$ cat config.mk
export PLATFORM = sky130hd
export DESIGN_NAME = card_status_voltage_regs
export DESIGN_NICKNAME = d
export VERILOG_FILES = /design/src/card_status_voltage_regs.v /design/src/presence_filter.v /design/src/sticky_flag.v
export VERILOG_INCLUDE_DIRS = /design/src
export SDC_FILE = /design/constraint.sdc
export NUM_CORES = 1
export LEC_CHECK = 0
export BUFFER_PORTS_ARGS = -buffer_cell sky130_fd_sc_hd__buf_2
export CAP_MARGIN = 0
export CORE_MARGIN = 4
export CORE_UTILIZATION = 55
export CTS_CLUSTER_DIAMETER = 50
export DETAILED_ROUTE_END_ITERATION = 6
export PLACE_DENSITY_LB_ADDON = 0.12
export REMOVE_ABC_BUFFERS = 1
export SETUP_SLACK_MARGIN = 0.05
export SYNTH_ARGS = -nofsm -noshare
export SYNTH_HDL_FRONTEND = slang
export SYNTH_SLANG_ARGS = --single-unit
$ cat constraint.sdc
create_clock -name clk_sys_in -period 5.6 [get_ports clk_sys_in]
set_clock_uncertainty 0.15 [all_clocks]
set_input_delay 0.56 -clock clk_sys_in [delete_from_list [all_inputs] [get_ports clk_sys_in]]
set_output_delay 0.56 -clock clk_sys_in [all_outputs]
set_load 0.02 [all_outputs]
$ cat src/card_status_voltage_map.vh
`ifndef CARD_STATUS_VOLTAGE_MAP_VH
`define CARD_STATUS_VOLTAGE_MAP_VH

// Register selects on the register port
`define STATUS_BYTE_SEL      1'b0
`define CONTROL_BYTE_SEL     1'b1

// Status and voltage byte fields
`define STATUS_TOP_HI        7
`define STATUS_TOP_LO        6
`define STATUS_TOP_VALUE     2'h2
`define STATUS_ANSWER_ERR    5
`define STATUS_CHANGE        4
`define STATUS_CURRENT_ERR   3
`define STATUS_VOLTAGE_ERR   2
`define SUPPLY_SEL_HI        1
`define SUPPLY_SEL_LO        0

// Supply select codes
`define SUPPLY_OFF           2'h0
`define SUPPLY_1V8           2'h1
`define SUPPLY_3V            2'h2
`define SUPPLY_5V            2'h3
`define SUPPLY_RESET         2'h0

// Control and detect byte fields
`define CONTROL_RESERVED     7
`define CONTROL_AUTO_RESET   6
`define CONTROL_SHUTDOWN     5
`define CONTROL_POLARITY     4
`define CONTROL_PULLUP       3
`define FILTER_SEL_HI        2
`define FILTER_SEL_LO        0
`define CONTROL_RESET        7'h0A

// Flag reset value
`define FLAG_RESET           1'b0

// Settle time of the pin synchroniser before the power-up look
`define STARTUP_CYCLES       2'h3

`endif

$ cat src/card_status_voltage_regs.v
// Operation
// - Card-change flag sets on each filtered presence change, insertion or extraction.
// - After power-up, presence pin at 0 sets the card-change flag.
// - Software writing one sets any of the three error/change flags.
// - Reading the status byte clears the three flags; writing zero does not.
// - Voltage-error flag sets when supply leaves the selected range.
// - Software-set voltage-error flag deactivates the card like a real fault.
// - Supply select decodes 00 off, 01 1.8V, 10 3V, 11 5V.
// - Nonzero supply write starts the converter only with a card present.
// - Zero supply write stops the converter.
// - No deactivation when switching between nonzero supply values.
// - Supply select resets to 00, no card supply.
// - Card-change and voltage-error flags reset to 0.
// - Presence pin filtered: accepted after 0, 4, 8 ... 256 identical samples.
`timescale 1ns/10ps
module card_status_voltage_regs #(
  parameter FILTER_CNT_W = 9
) (
  input  wire       clk_sys_in,
  input  wire       reset_n_in,
  input  wire       reg_sel_in,
  input  wire       reg_wr_in,
  input  wire       reg_rd_in,
  input  wire [7:0] reg_wdata_in,
  input  wire       presence_detect_pin_in,
  input  wire       current_fault_in,
  input  wire       voltage_fault_in,
  input  wire       converter_mode_bit_in,
  output reg  [7:0] reg_rdata_out,
  output reg        card_present_level_out,
  output reg        converter_enable_out,
  output reg        regulator_mode_out,
  output reg        supply_1v8_out,
  output reg        supply_3v_out,
  output reg        supply_5v_out,
  output reg        card_deactivate_out,
  output reg        auto_card_reset_enable_out,
  output reg        shutdown_out,
  output reg        pullup_enable_out
);

`include "card_status_voltage_map.vh"

  ////////////////////////////////////////////////////////////////////////
  // Register state
  reg  [1:0] card_supply_select_q;
  reg  [6:0] control_q;
  reg  [1:0] startup_q;
  reg        startup_done_q;
  reg  [2:0] current_sync_q;
  reg  [2:0] voltage_sync_q;
  reg        current_level_q;
  reg        voltage_level_q;

  wire       status_wr;
  wire       status_rd;
  wire       control_wr;
  wire [2:0] presence_filter_select;
  wire       presence_polarity_select;
  wire       pin_sample;
  wire       pin_sample_ok;
  wire       pin_filtered;
  wire       pin_change;
  wire       current_event;
  wire       voltage_event;
  wire       change_set;
  wire       current_set;
  wire       voltage_set;
  wire       card_change_flag;
  wire       card_current_error_flag;
  wire       card_voltage_error_flag;
  wire       polarity_changed;
  wire       power_up_absent;
  wire [1:0] new_select;
  wire [7:0] status_byte;
  wire [7:0] control_byte;
  wire       card_present_level;

  assign status_wr  = reg_wr_in && (reg_sel_in == `STATUS_BYTE_SEL);
  assign status_rd  = reg_rd_in && (reg_sel_in == `STATUS_BYTE_SEL);
  assign control_wr = reg_wr_in && (reg_sel_in == `CONTROL_BYTE_SEL);

  assign presence_filter_select   = control_q[`FILTER_SEL_HI:`FILTER_SEL_LO];
  assign presence_polarity_select = control_q[`CONTROL_POLARITY];

  ////////////////////////////////////////////////////////////////////////
  // Presence pin synchroniser and filter
  presence_filter #(
    .CNT_W         (FILTER_CNT_W)
  ) u_presence_filter (
    .clk_sys_in    (clk_sys_in),
    .reset_n_in    (reset_n_in),
    .pin_in        (presence_detect_pin_in),
    .filter_sel_in (presence_filter_select),
    .sample_out    (pin_sample),
    .sample_ok_out (pin_sample_ok),
    .level_out     (pin_filtered),
    .change_out    (pin_change)
  );

  // Polarity set: closed detector pulls low without card
  assign card_present_level = presence_polarity_select ? pin_filtered : ~pin_filtered;

  ////////////////////////////////////////////////////////////////////////
  // Power-up look at the pin, once the synchroniser has settled
  always @(posedge clk_sys_in or negedge reset_n_in) begin
    if (!reset_n_in) begin
      startup_q      <= 2'h0;
      startup_done_q <= 1'b0;
    end else if (!startup_done_q) begin
      if (startup_q == `STARTUP_CYCLES) begin
        if (pin_sample_ok) begin
          startup_done_q <= 1'b1;
        end
      end else begin
        startup_q <= startup_q + 2'h1;
      end
    end
  end

  assign power_up_absent = !startup_done_q && (startup_q == `STARTUP_CYCLES) &&
                           pin_sample_ok && !pin_sample;

  ////////////////////////////////////////////////////////////////////////
  // Fault inputs come from the analogue side, so they are resynchronised
  always @(posedge clk_sys_in or negedge reset_n_in) begin
    if (!reset_n_in) begin
      current_sync_q  <= 3'h0;
      voltage_sync_q  <= 3'h0;
      current_level_q <= 1'b0;
      voltage_level_q <= 1'b0;
    end else begin
      current_sync_q <= {current_sync_q[1:0], current_fault_in};
      voltage_sync_q <= {voltage_sync_q[1:0], voltage_fault_in};
      if (current_sync_q[1] == current_sync_q[2]) begin
        current_level_q <= current_sync_q[2];
      end
      if (voltage_sync_q[1] == voltage_sync_q[2]) begin
        voltage_level_q <= voltage_sync_q[2];
      end
    end
  end

  // Edge only, so a fault that persists is not re-flagged after every read
  assign current_event = (current_sync_q[1] == current_sync_q[2]) &&
                         current_sync_q[2] && !current_level_q;
  assign voltage_event = (voltage_sync_q[1] == voltage_sync_q[2]) &&
                         voltage_sync_q[2] && !voltage_level_q &&
                         (card_supply_select_q != `SUPPLY_OFF);

  ////////////////////////////////////////////////////////////////////////
  // Sticky flags
  assign polarity_changed = control_wr &&
                            (reg_wdata_in[`CONTROL_POLARITY] != presence_polarity_select);

  assign change_set  = pin_change || power_up_absent || polarity_changed ||
                       (status_wr && reg_wdata_in[`STATUS_CHANGE]);
  assign current_set = current_event ||
                       (status_wr && reg_wdata_in[`STATUS_CURRENT_ERR]);
  assign voltage_set = voltage_event ||
                       (status_wr && reg_wdata_in[`STATUS_VOLTAGE_ERR]);

  sticky_flag u_change_flag (
    .clk_sys_in (clk_sys_in),
    .reset_n_in (reset_n_in),
    .set_in     (change_set),
    .clear_in   (status_rd),
    .flag_out   (card_change_flag)
  );

  sticky_flag u_current_flag (
    .clk_sys_in (clk_sys_in),
    .reset_n_in (reset_n_in),
    .set_in     (current_set),
    .clear_in   (status_rd),
    .flag_out   (card_current_error_flag)
  );

  sticky_flag u_voltage_flag (
    .clk_sys_in (clk_sys_in),
    .reset_n_in (reset_n_in),
    .set_in     (voltage_set),
    .clear_in   (status_rd),
    .flag_out   (card_voltage_error_flag)
  );

  ////////////////////////////////////////////////////////////////////////
  // Writable fields
  assign new_select = reg_wdata_in[`SUPPLY_SEL_HI:`SUPPLY_SEL_LO];

  always @(posedge clk_sys_in or negedge reset_n_in) begin
    if (!reset_n_in) begin
      card_supply_select_q <= `SUPPLY_RESET;
      control_q            <= `CONTROL_RESET;
      converter_enable_out <= 1'b0;
    end else begin
      if (status_wr) begin
        card_supply_select_q <= new_select;
        if (new_select == `SUPPLY_OFF) begin
          converter_enable_out <= 1'b0;
        end else if (card_present_level) begin
          converter_enable_out <= 1'b1;
        end
      end
      if (control_wr) begin
        control_q <= reg_wdata_in[6:0];
      end
    end
  end

  ////////////////////////////////////////////////////////////////////////
  // Supply decode and deactivation
  always @(posedge clk_sys_in or negedge reset_n_in) begin
    if (!reset_n_in) begin
      supply_1v8_out      <= 1'b0;
      supply_3v_out       <= 1'b0;
      supply_5v_out       <= 1'b0;
      regulator_mode_out  <= 1'b0;
      card_deactivate_out <= 1'b0;
    end else begin
      supply_1v8_out     <= (card_supply_select_q == `SUPPLY_1V8);
      supply_3v_out      <= (card_supply_select_q == `SUPPLY_3V);
      supply_5v_out      <= (card_supply_select_q == `SUPPLY_5V);
      regulator_mode_out <= (card_supply_select_q == `SUPPLY_1V8) && converter_mode_bit_in;
      card_deactivate_out <= voltage_set || current_set;
    end
  end

  ////////////////////////////////////////////////////////////////////////
  // Read path and mirrored control outputs
  assign status_byte  = {`STATUS_TOP_VALUE, 1'b0, card_change_flag,
                         card_current_error_flag, card_voltage_error_flag,
                         card_supply_select_q};
  assign control_byte = {1'b0, control_q};

  always @(posedge clk_sys_in or negedge reset_n_in) begin
    if (!reset_n_in) begin
      reg_rdata_out              <= 8'h00;
      card_present_level_out     <= 1'b0;
      auto_card_reset_enable_out <= 1'b0;
      shutdown_out               <= 1'b0;
      pullup_enable_out          <= 1'b0;
    end else begin
      if (reg_rd_in) begin
        reg_rdata_out <= (reg_sel_in == `STATUS_BYTE_SEL) ? status_byte : control_byte;
      end
      card_present_level_out     <= card_present_level;
      auto_card_reset_enable_out <= control_q[`CONTROL_AUTO_RESET];
      shutdown_out               <= control_q[`CONTROL_SHUTDOWN];
      pullup_enable_out          <= control_q[`CONTROL_PULLUP];
    end
  end

endmodule

$ cat src/presence_filter.v
`timescale 1ns/10ps
module presence_filter #(
  parameter CNT_W = 9
) (
  input  wire       clk_sys_in,
  input  wire       reset_n_in,
  input  wire       pin_in,
  input  wire [2:0] filter_sel_in,
  output wire       sample_out,
  output wire       sample_ok_out,
  output reg        level_out,
  output reg        change_out
);

  reg  [2:0]       sync_q;
  reg  [CNT_W-1:0] count_q;
  wire [CNT_W-1:0] need;
  wire [CNT_W-1:0] count_inc;

  // Three stages; only the later two are compared
  always @(posedge clk_sys_in or negedge reset_n_in) begin
    if (!reset_n_in) begin
      sync_q <= 3'h7;
    end else begin
      sync_q <= {sync_q[1:0], pin_in};
    end
  end

  assign sample_out    = sync_q[2];
  assign sample_ok_out = (sync_q[1] == sync_q[2]);
  assign need          = {{(CNT_W-1){1'b0}}, 1'b1} << ({1'b0, filter_sel_in} + 4'h1);
  assign count_inc     = count_q + {{(CNT_W-1){1'b0}}, 1'b1};

  ////////////////////////////////////////////////////////////////////////
  // Identical sample count
  always @(posedge clk_sys_in or negedge reset_n_in) begin
    if (!reset_n_in) begin
      count_q    <= {CNT_W{1'b0}};
      level_out  <= 1'b1;
      change_out <= 1'b0;
    end else begin
      change_out <= 1'b0;
      if (!sample_ok_out || (sync_q[2] == level_out)) begin
        count_q <= {CNT_W{1'b0}};
      end else if (filter_sel_in == 3'h0 || count_inc >= need) begin
        count_q    <= {CNT_W{1'b0}};
        level_out  <= sync_q[2];
        change_out <= 1'b1;
      end else begin
        count_q <= count_inc;
      end
    end
  end

endmodule

$ cat src/sticky_flag.v
`timescale 1ns/10ps
module sticky_flag (
  input  wire clk_sys_in,
  input  wire reset_n_in,
  input  wire set_in,
  input  wire clear_in,
  output reg  flag_out
);

`include "card_status_voltage_map.vh"

  always @(posedge clk_sys_in or negedge reset_n_in) begin
    if (!reset_n_in) begin
      flag_out <= `FLAG_RESET;
    end else if (set_in) begin
      flag_out <= 1'b1;
    end else if (clear_in) begin
      flag_out <= 1'b0;
    end
  end

endmodule

## Word level (Yosys, flattened, before mapping)

Cells that the tools add are included.

- Register bits after elaboration: 55

- $add $sub $neg: 3
- Order comparisons: 1
- Equality and inequality tests: 9
- Shifts and indexed selects: 1
- Mux-type cells: 15
- Bitwise gates (word level): 5
- Reductions and logical operators: 39

Operators by type and width:

| cell | count |
|---|---|
| two-way mux 9 bit | 2 |
| logical AND 1 bit | 16 |
| two-way mux 1 bit | 12 |
| nonzero test 2 bit | 5 |
| adder 9 x 1 -> 9 bit (second input constant) | 1 |
| greater-or-equal comparator 9 bit | 1 |
| << shifter 1 x 4 -> 9 bit (first input constant) | 1 |
| logical OR 1 bit | 8 |
| two-way mux 8 bit | 1 |
| == test 2 bit (second input constant) | 3 |
| AND reduction 2 bit | 3 |
| zero test 1 bit | 5 |
| NOT 1 bit | 5 |
| adder 3 x 1 -> 4 bit (second input constant) | 1 |
| == test 1 bit | 4 |
| zero test 3 bit | 1 |
| adder 2 x 1 -> 2 bit (second input constant) | 1 |
| == test 2 x 1 -> 1 bit (second input constant) | 1 |
| zero test 2 bit | 1 |
| inequality test 1 bit | 1 |

## Longest topological paths before layout

Gate-level depths: netlist (run 1).

- Depth after elaboration: 8
- Mapped depth: 10
- Gate-level depth less buffers: 10

## Modules after synthesis

A second synthesis (run 1) with hierarchy kept.

- Cell total of the unflattened synthesis: 200
- Area, all modules: 2417.3 um^2

By module, submodules not included:

| module | instances | cells an instance | area an instance (um^2) | sequential area each (um^2) |
|---|---|---|---|---|
| card_status_voltage_regs | 1 | 107 | 1435.1 | 953.4 |
| presence_filter | 1 | 84 | 873.3 | 355.3 |
| sticky_flag | 3 | 3 | 36.3 | 25.0 |

## Worst setup path after synthesis (run 1)

No wires, ideal clock.

- Path kind: register to register
- Start point: reg u_presence_filter.count_q[2]
- End point: reg u_presence_filter.count_q[6]
- Arrival: 2.088 ns
- Slack: 3.289 ns
- Stages on the path, launching flop included: 11
- Path buffers: 0
- Clock period less this slack: 2.311 ns
- Cell sequence: dfrtp_1 and2_1 and3_1 nand4_1 xnor2_1 ha_1 o21ai_0 o211ai_2 a211oi_4 nand2_2 nor2b_1

- Word-level cells in the longest chain between the ends: 5

RTL lines:

| what | line | source |
|---|---|---|
| from (decl) | presence_filter.v:16 | `reg [CNT_W-1:0] count_q;` |
| from (signal assigned) | presence_filter.v:38 | `count_q <= {CNT_W{1'b0}};` |
| from (signal assigned) | presence_filter.v:44 | `count_q <= {CNT_W{1'b0}};` |
| from (signal assigned) | presence_filter.v:46 | `count_q <= {CNT_W{1'b0}};` |
| adder 9 x 1 -> 9 bit * | presence_filter.v:32 | `assign count_inc = count_q + {{(CNT_W-1){1'b0}}, 1'b1};` |
| greater-or-equal comparator 9 bit | presence_filter.v:45 | `end else if (filter_sel_in == 3'h0 \|\| count_inc >= need) begin` |
| logical OR 1 bit | presence_filter.v:45 |  |
| two-way mux 9 bit * | presence_filter.v:45 |  |
| two-way mux 9 bit * | presence_filter.v:43 | `if (!sample_ok_out \|\| (sync_q[2] == level_out)) begin` |

Every way passes the cells marked *; elsewhere a longest branch is shown, timed or not.
A chain may end at the register's enable or synchronous reset.

## Worst setup path in the final report (run 1)

- Start point: reg u_presence_filter.count_q[2]
- End point: reg u_presence_filter.count_q[7]

The elaborated chain is that of the path after synthesis.

==> out/metrics.cfg, run 1 <==
[yosys]
synth_cell_type_count=34
ys_seq_area_share_pct=57.8
synth_simple_gate_area_share_pct=14.1
synth_compound_area_share_pct=7.58
yosys_warnings=0
synth-main-ff-cell=dfrtp_1
synthAdderAreaFrac_pct=6.80
synth_cells=197
syn-cell-area_um2=2390
synth_edf_count=0
synth_top_family_by_area=simple AND/OR/NAND/NOR gates
synthXorXnorAreaFrac_pct=4.03
ys_ff_latch=55
ys_async_sr_fraction_pct=100
syn_avg_cell_area_um2=12.1
muxShareOfSynthArea_pct=7.32

[floorplanning]
core.rowCount=23
core_um2=4120
die_w_um=74.0
fp.dieH_um=74.0
io_pins=35
dieArea_um2=5470
initial_utilization_pct=58.2

[timing]
drv_slew=0
post-route-period-util_pct=46.4
final-setup-viol-count=0
final_hold_viol_count=0
finalSetupTns_ns=0
period_minus_slack_ns=2.60
layout_setup_ws_ns=3.00
rsz0062_at_grt=false
tightest_slew_ns=0.680
max_freq_ghz=0.385
relSlewSlack_pct=54.7

[cts]
clockRootBuffer=clkbuf_8
path_clk_slew_ns=0.09
cts_tree=built
clockBufferDepth=2
ctsResizeCount=0
clk_latency_ns=0.31
postCtsHoldBufs=0
htreeDepth=2
clkSinkCount=55
numCtsBuffers=5
cts_setup_buffers=0

[worst_setup_path]
cp-end-kind=flop
crit_fanout=9
cp-start-kind=flop
required_ns=5.69
arrival_ns=2.68
worstSetupPathType=reg -> reg

[route]
drt_first_pass_iters=4
ant_nets=0
wl_met2_um=2100
vias_per_cell=5.51
routedWlPerCell_um=14.8
wl_met1_um=1810
vias=1558
top_layer_used=met4
drtIter0Drc=93
remaining_drc_errors=0
wl_met3_um=213
drt_wl_total_um=4200

[power_and_ir_drop]
irDropWorstVdd_v=0.000191
leakage_nw=1.27
p_per_area_nw_per_um2=349

[global_route]
antenna_found_initial=0
grt_pass1_vias=1532
grt_max_degree=56
grt_pass1_wl_um=7000
grt.total_usage_pct=17.1
overflow=0

[finish]
antenna_cells=0
drive_above_1_share_pct=28.8
synthToLayoutAreaGrowth_pct=13.1
nets=262
fillers=327

[place]
port_buffers=33
post-dp-hpwl_um=3110
gp_congestion=0.772
pre_cts_ws_ns=3.03

[min_path]
hp-class=in -> reg

[run_status]
status=complete, no violations

[flow_run]
cap_viol_max_count=0

==> logic make-up after synthesis <==
group                    count (synthesis)
AND/OR/NAND/NOR                         63
multiplexers                            16
XOR/XNOR                                11
adder cells (fa/ha/maj)                 13
other                                    1
flip-flops                              55
buffers and inverters                   11
AO/OA/AOI/OAI                           27
==> final timing paths <==
path	startpoint	to	slack, ns	cells past startpoint
min	presence_detect_pin_in	u_presence_filter.sync_q[0]	0.19	1
min in group asynchronous	reset_n_in	u_presence_filter.count_q[4]	0.20	2
min reg2reg	u_presence_filter.sync_q[0]	u_presence_filter.sync_q[1]	0.21	0
max in group asynchronous	reset_n_in	u_presence_filter.count_q[7]	4.62	2
max	u_presence_filter.count_q[2]	u_presence_filter.count_q[7]	3.00	10
max reg2reg	u_presence_filter.count_q[2]	u_presence_filter.count_q[7]	3.00	10
==> through the flow <==
step	instances	hold WS, ns	utilization [%]	total power [W]	area, um2
global placement	275	0.182	63.0	0.000682	2590
global route	283	0.180	65.8	0.000997	2710
CTS	283	0.187	65.8	0.000953	2710
finish	283	0.195	65.8	0.000944	2710
floorplan	191	0.114	-	0.000621	2360
detailed placement	275	0.197	63.0	0.000694	2590
==> flip-flops by register name (all words and copies together), names as in the netlist, 2 cells and up <==
register	cells
card_supply_select_q	2
control_q	7
current_sync_q	3
reg_rdata_out	8
startup_q	2
u_presence_filter.count_q	9
u_presence_filter.sync_q	3
voltage_sync_q	3
==> layout by cell type, fill, tap and decap left out, drive strengths merged, types with 5 or more instances in the layout <==
| master | n |
|---|---|
| dfrtp | 49 |
| nand2 | 14 |
| mux2 | 12 |
| buf | 34 |
| dfstp | 6 |
| and3 | 6 |
| clkbuf | 5 |
| a21oi | 9 |
| xnor2 | 9 |
| nand3 | 6 |
| inv | 5 |
| ha | 13 |
| nor2b | 7 |
| o21ai | 8 |
| nor2 | 13 |
==> cells in the mapped netlist (3+ instances only) <==
library cell / count / area (um2)
ha_1: 13 / 163
nand4_1: 4 / 25.0
xnor2_1: 9 / 78.8
mux2i_1: 4 / 40.0
nor2_1: 13 / 48.8
dfstp_2: 6 / 158
nand2_1: 13 / 48.8
a21oi_1: 9 / 45.0
nor2b_1: 7 / 43.8
o21ai_0: 8 / 40.0
nand3b_1: 4 / 30.0
dfrtp_1: 49 / 1230
mux2_2: 12 / 135
nand3_1: 6 / 30.0
inv_1: 5 / 18.8
and2_1: 3 / 18.8
buf_4: 3 / 22.5
nand2b_1: 3 / 18.8
and3_1: 6 / 37.5
==> power breakdown <==
part	internal [W]	total [W]	switching [W]
clock	0.000133	0.000258	0.000125
sequential	0.000453	0.000492	0.0000395
combinational	0.0000785	0.000193	0.000114
==> layer usage <==
layer | track usage [%] | vias to the layer above
li1 | - | 751
met1 | 22.8 | 754
met2 | 28.0 | 43
met3 | 4.32 | 10
met4 | 4.83 | 0
met5 | 0 | -
==> critical path: stages, from the launching register on <==
cell	delay (ns)
dfrtp_1	0.38
and2_1	0.18
and3_1	0.20
nand4_1	0.12
xnor2_1	0.16
ha_1	0.30
o21ai_0	0.21
o211ai_2	0.12
a211oi_4	0.41
nand2_2	0.14
nor2b_1	0.15
==> final cells by class <==
type / count / area, um2 / area share (%)
clock inverter: 3 / 43.8 / 1.62
clock buffer: 5 / 68.8 / 2.54
timing repair buffer: 34 / 173 / 6.38
inverter: 5 / 18.8 / 0.693
multi-input combinational: 131 / 956 / 35.3
tap: 50 / 62.6 / 2.31
sequential: 55 / 1380 / 51.1
No activity file was read; power rests on OpenSTA's default activity.
==> run 2, diff against run 1 <==
==> constraint.sdc (replaced) <==
create_clock -name clk_sys_in -period 2.65 [get_ports clk_sys_in]
set_clock_uncertainty 0.15 [all_clocks]
set_input_delay 0.265 -clock clk_sys_in [delete_from_list [all_inputs] [get_ports clk_sys_in]]
set_output_delay 0.265 -clock clk_sys_in [all_outputs]
set_load 0.02 [all_outputs]
==> out/metrics.cfg, run 2 (synthesized netlist as in run 1, its figures left out) <==
[finish]
nets=272  ; +3.8%
synthToLayoutAreaGrowth_pct=16.2
fillers=309  ; -5.5%
regMostFlops=u_presence_filter.count_q
design_area_um2=2780  ; +2.8%
antenna_cells=0  ; unchanged
utilization_pct=67.6  ; +1.8 points
largest_reg_flops=9  ; unchanged
finalNonFillerCells=293  ; +3.5%
drive_above_1_share_pct=30.5  ; +1.7 points
mostFrequentLayoutCells=dfrtp_1 (48), buf_2 (33), nand2_1 (13), nor2_1 (13), ha_1 (13)
reg_top3=u_presence_filter.count_q: 9 flops, reg_rdata_out: 8 flops, control_q: 7 flops
layout_commonest_cell=dfrtp_1

[route]
routedWlPerCell_um=14.5  ; -2.2%
vias_per_cell=5.45  ; -1.1%
drt_wl_total_um=4250  ; +1.3%
drtIter0Drc=114  ; +23%
remaining_drc_errors=0  ; unchanged
vias=1596  ; +2.4%
ant_nets=0  ; unchanged
drt_first_pass_iters=5  ; +1

[place]
gp_congestion=0.753  ; -2.4%
dp.cells=278  ; +1.1%
place_area_um2=2620  ; +0.87%
pre_cts_ws_ns=0.0410  ; -2.99 ns
port_buffers=33  ; unchanged
post-dp-hpwl_um=3190  ; +2.5%

[timing]
layout_setup_ws_ns=0.155  ; -2.85 ns
drv_slew=0  ; unchanged
tightest_slew_ns=0.602  ; -0.0782 ns
finalSetupTns_ns=0  ; unchanged
final_hold_viol_count=0  ; unchanged
final-setup-viol-count=0  ; unchanged
max_freq_ghz=0.401  ; +4.0%
post-route-period-util_pct=94.2  ; +48 points
rsz0062_at_grt=false
period_minus_slack_ns=2.50  ; -0.101 ns
relSlewSlack_pct=59.4  ; +4.8 points

[worst_setup_path]
required_ns=2.74  ; -2.95 ns
arrival_ns=2.58  ; -0.10 ns
r2r_end=u_presence_filter.count_q[3]
cp-end-kind=flop
reg2regPathDepth=10  ; unchanged
cp-start-kind=flop
worstSetupPathType=reg -> reg
reg2reg_slack_ns=0.15  ; -2.85 ns
rr_startpoint=u_presence_filter.count_q[2]
crit_fanout=8  ; -1

[cts]
clk_latency_ns=0.30  ; about the same
clockRootBuffer=clkbuf_8
htreeDepth=2  ; unchanged
clkSinkCount=55  ; unchanged
path_clk_slew_ns=0.10  ; about the same
numCtsBuffers=5  ; unchanged
clockBufferDepth=2  ; unchanged
cts_tree=built

[floorplanning]
fp.dieH_um=74.0  ; unchanged
initial_utilization_pct=58.2  ; unchanged
io_pins=35  ; unchanged
die_w_um=74.0  ; unchanged
core_um2=4120  ; unchanged
core.rowCount=23  ; unchanged
dieArea_um2=5470  ; unchanged

[global_route]
grt_pass1_wl_um=7470  ; +6.6%
grt_max_degree=22  ; -61%
overflow=0  ; unchanged
grt.total_usage_pct=17.6  ; +0.57 points
grt_pass1_vias=1686  ; +10%
antenna_found_initial=0  ; unchanged

[min_path]
min_path_cells=2  ; +1
hp-class=in -> reg
hold_start=converter_mode_bit_in
min_to=regulator_mode_out

[run_status]
status=complete, no violations

[power_and_ir_drop]
leakage_nw=1.32  ; +3.4%
irDropWorstVdd_v=0.000425  ; +120%
p_per_area_nw_per_um2=694  ; +99%

[flow_run]
cap_viol_max_count=0  ; unchanged

-- run 2: worst max-delay path by stage --
stage | end | cells after the start | start
floorplan | u_presence_filter.count_q[6] | 10 | u_presence_filter.count_q[2]
global placement | u_presence_filter.count_q[8] | 10 | u_presence_filter.count_q[2]
detailed placement | u_presence_filter.count_q[7] | 10 | u_presence_filter.count_q[2]
CTS | u_presence_filter.count_q[7] | 10 | u_presence_filter.count_q[2]
global route | u_presence_filter.count_q[3] | 10 | u_presence_filter.count_q[3]
finish | u_presence_filter.count_q[3] | 10 | u_presence_filter.count_q[2]
-- run 2: power breakdown --
part / total (W) / internal (W) / switching [W]
registers: 0.00103 / 0.000958 / 0.0000734
clock network: 0.000455 / 0.000190 / 0.000265
logic: 0.000444 / 0.000191 / 0.000253
-- run 2: metal layers --
metal	routed length (um)	share of wire, %	global-route usage, %	vias to the layer above
met3	221	5.2	4.46	12
met1	1750	41	22.5	772
met5	0	0	0	-
li1	-	-	-	768
met4	86	2.0	5.84	0
met2	2200	52	29.5	44
-- run 2: layout make-up --
class                   instances  area (um2)  share of cell area, %
clock inverters                 2        17.5                  0.630
clock buffers                   6        72.6                   2.61
multi-input cells             131         963                   34.6
inverters                       5        18.8                  0.675
well taps                      50        62.6                   2.25
flip-flops and latches         55        1390                   49.8
repair buffers                 44         262                   9.40
-- run 2: worst max-delay path, stage by stage, from the launching register on --
cell      delay (ns)
dfrtp_1         0.38
and2_1          0.20
and3_1          0.21
nand2_1         0.10
xnor2_2         0.15
ha_1            0.33
a211oi_2        0.22
o211ai_2        0.13
a211oi_4        0.26
buf_6           0.16
and3_1          0.15
-- run 2: timing repair --
item,in CTS,in global routing
setup buffers,0,3
pin swaps,1,1
setup endpoints to repair,3,11
endpoints found under the hold margin,19,0
hold buffers,4,0
gates resized for setup,0,4
-- run 2: per-stage QoR --
stage | total power [W] | hold WS (ns)
6_report | 0.00193 | 0.0195
3_5_place_dp | 0.00147 | 0.0551
4_1_cts | 0.00193 | 0.0105
3_3_place_gp | 0.00145 | 0.0461
2_1_floorplan | 0.00131 | -0.181
5_1_grt | 0.00205 | 0.00800
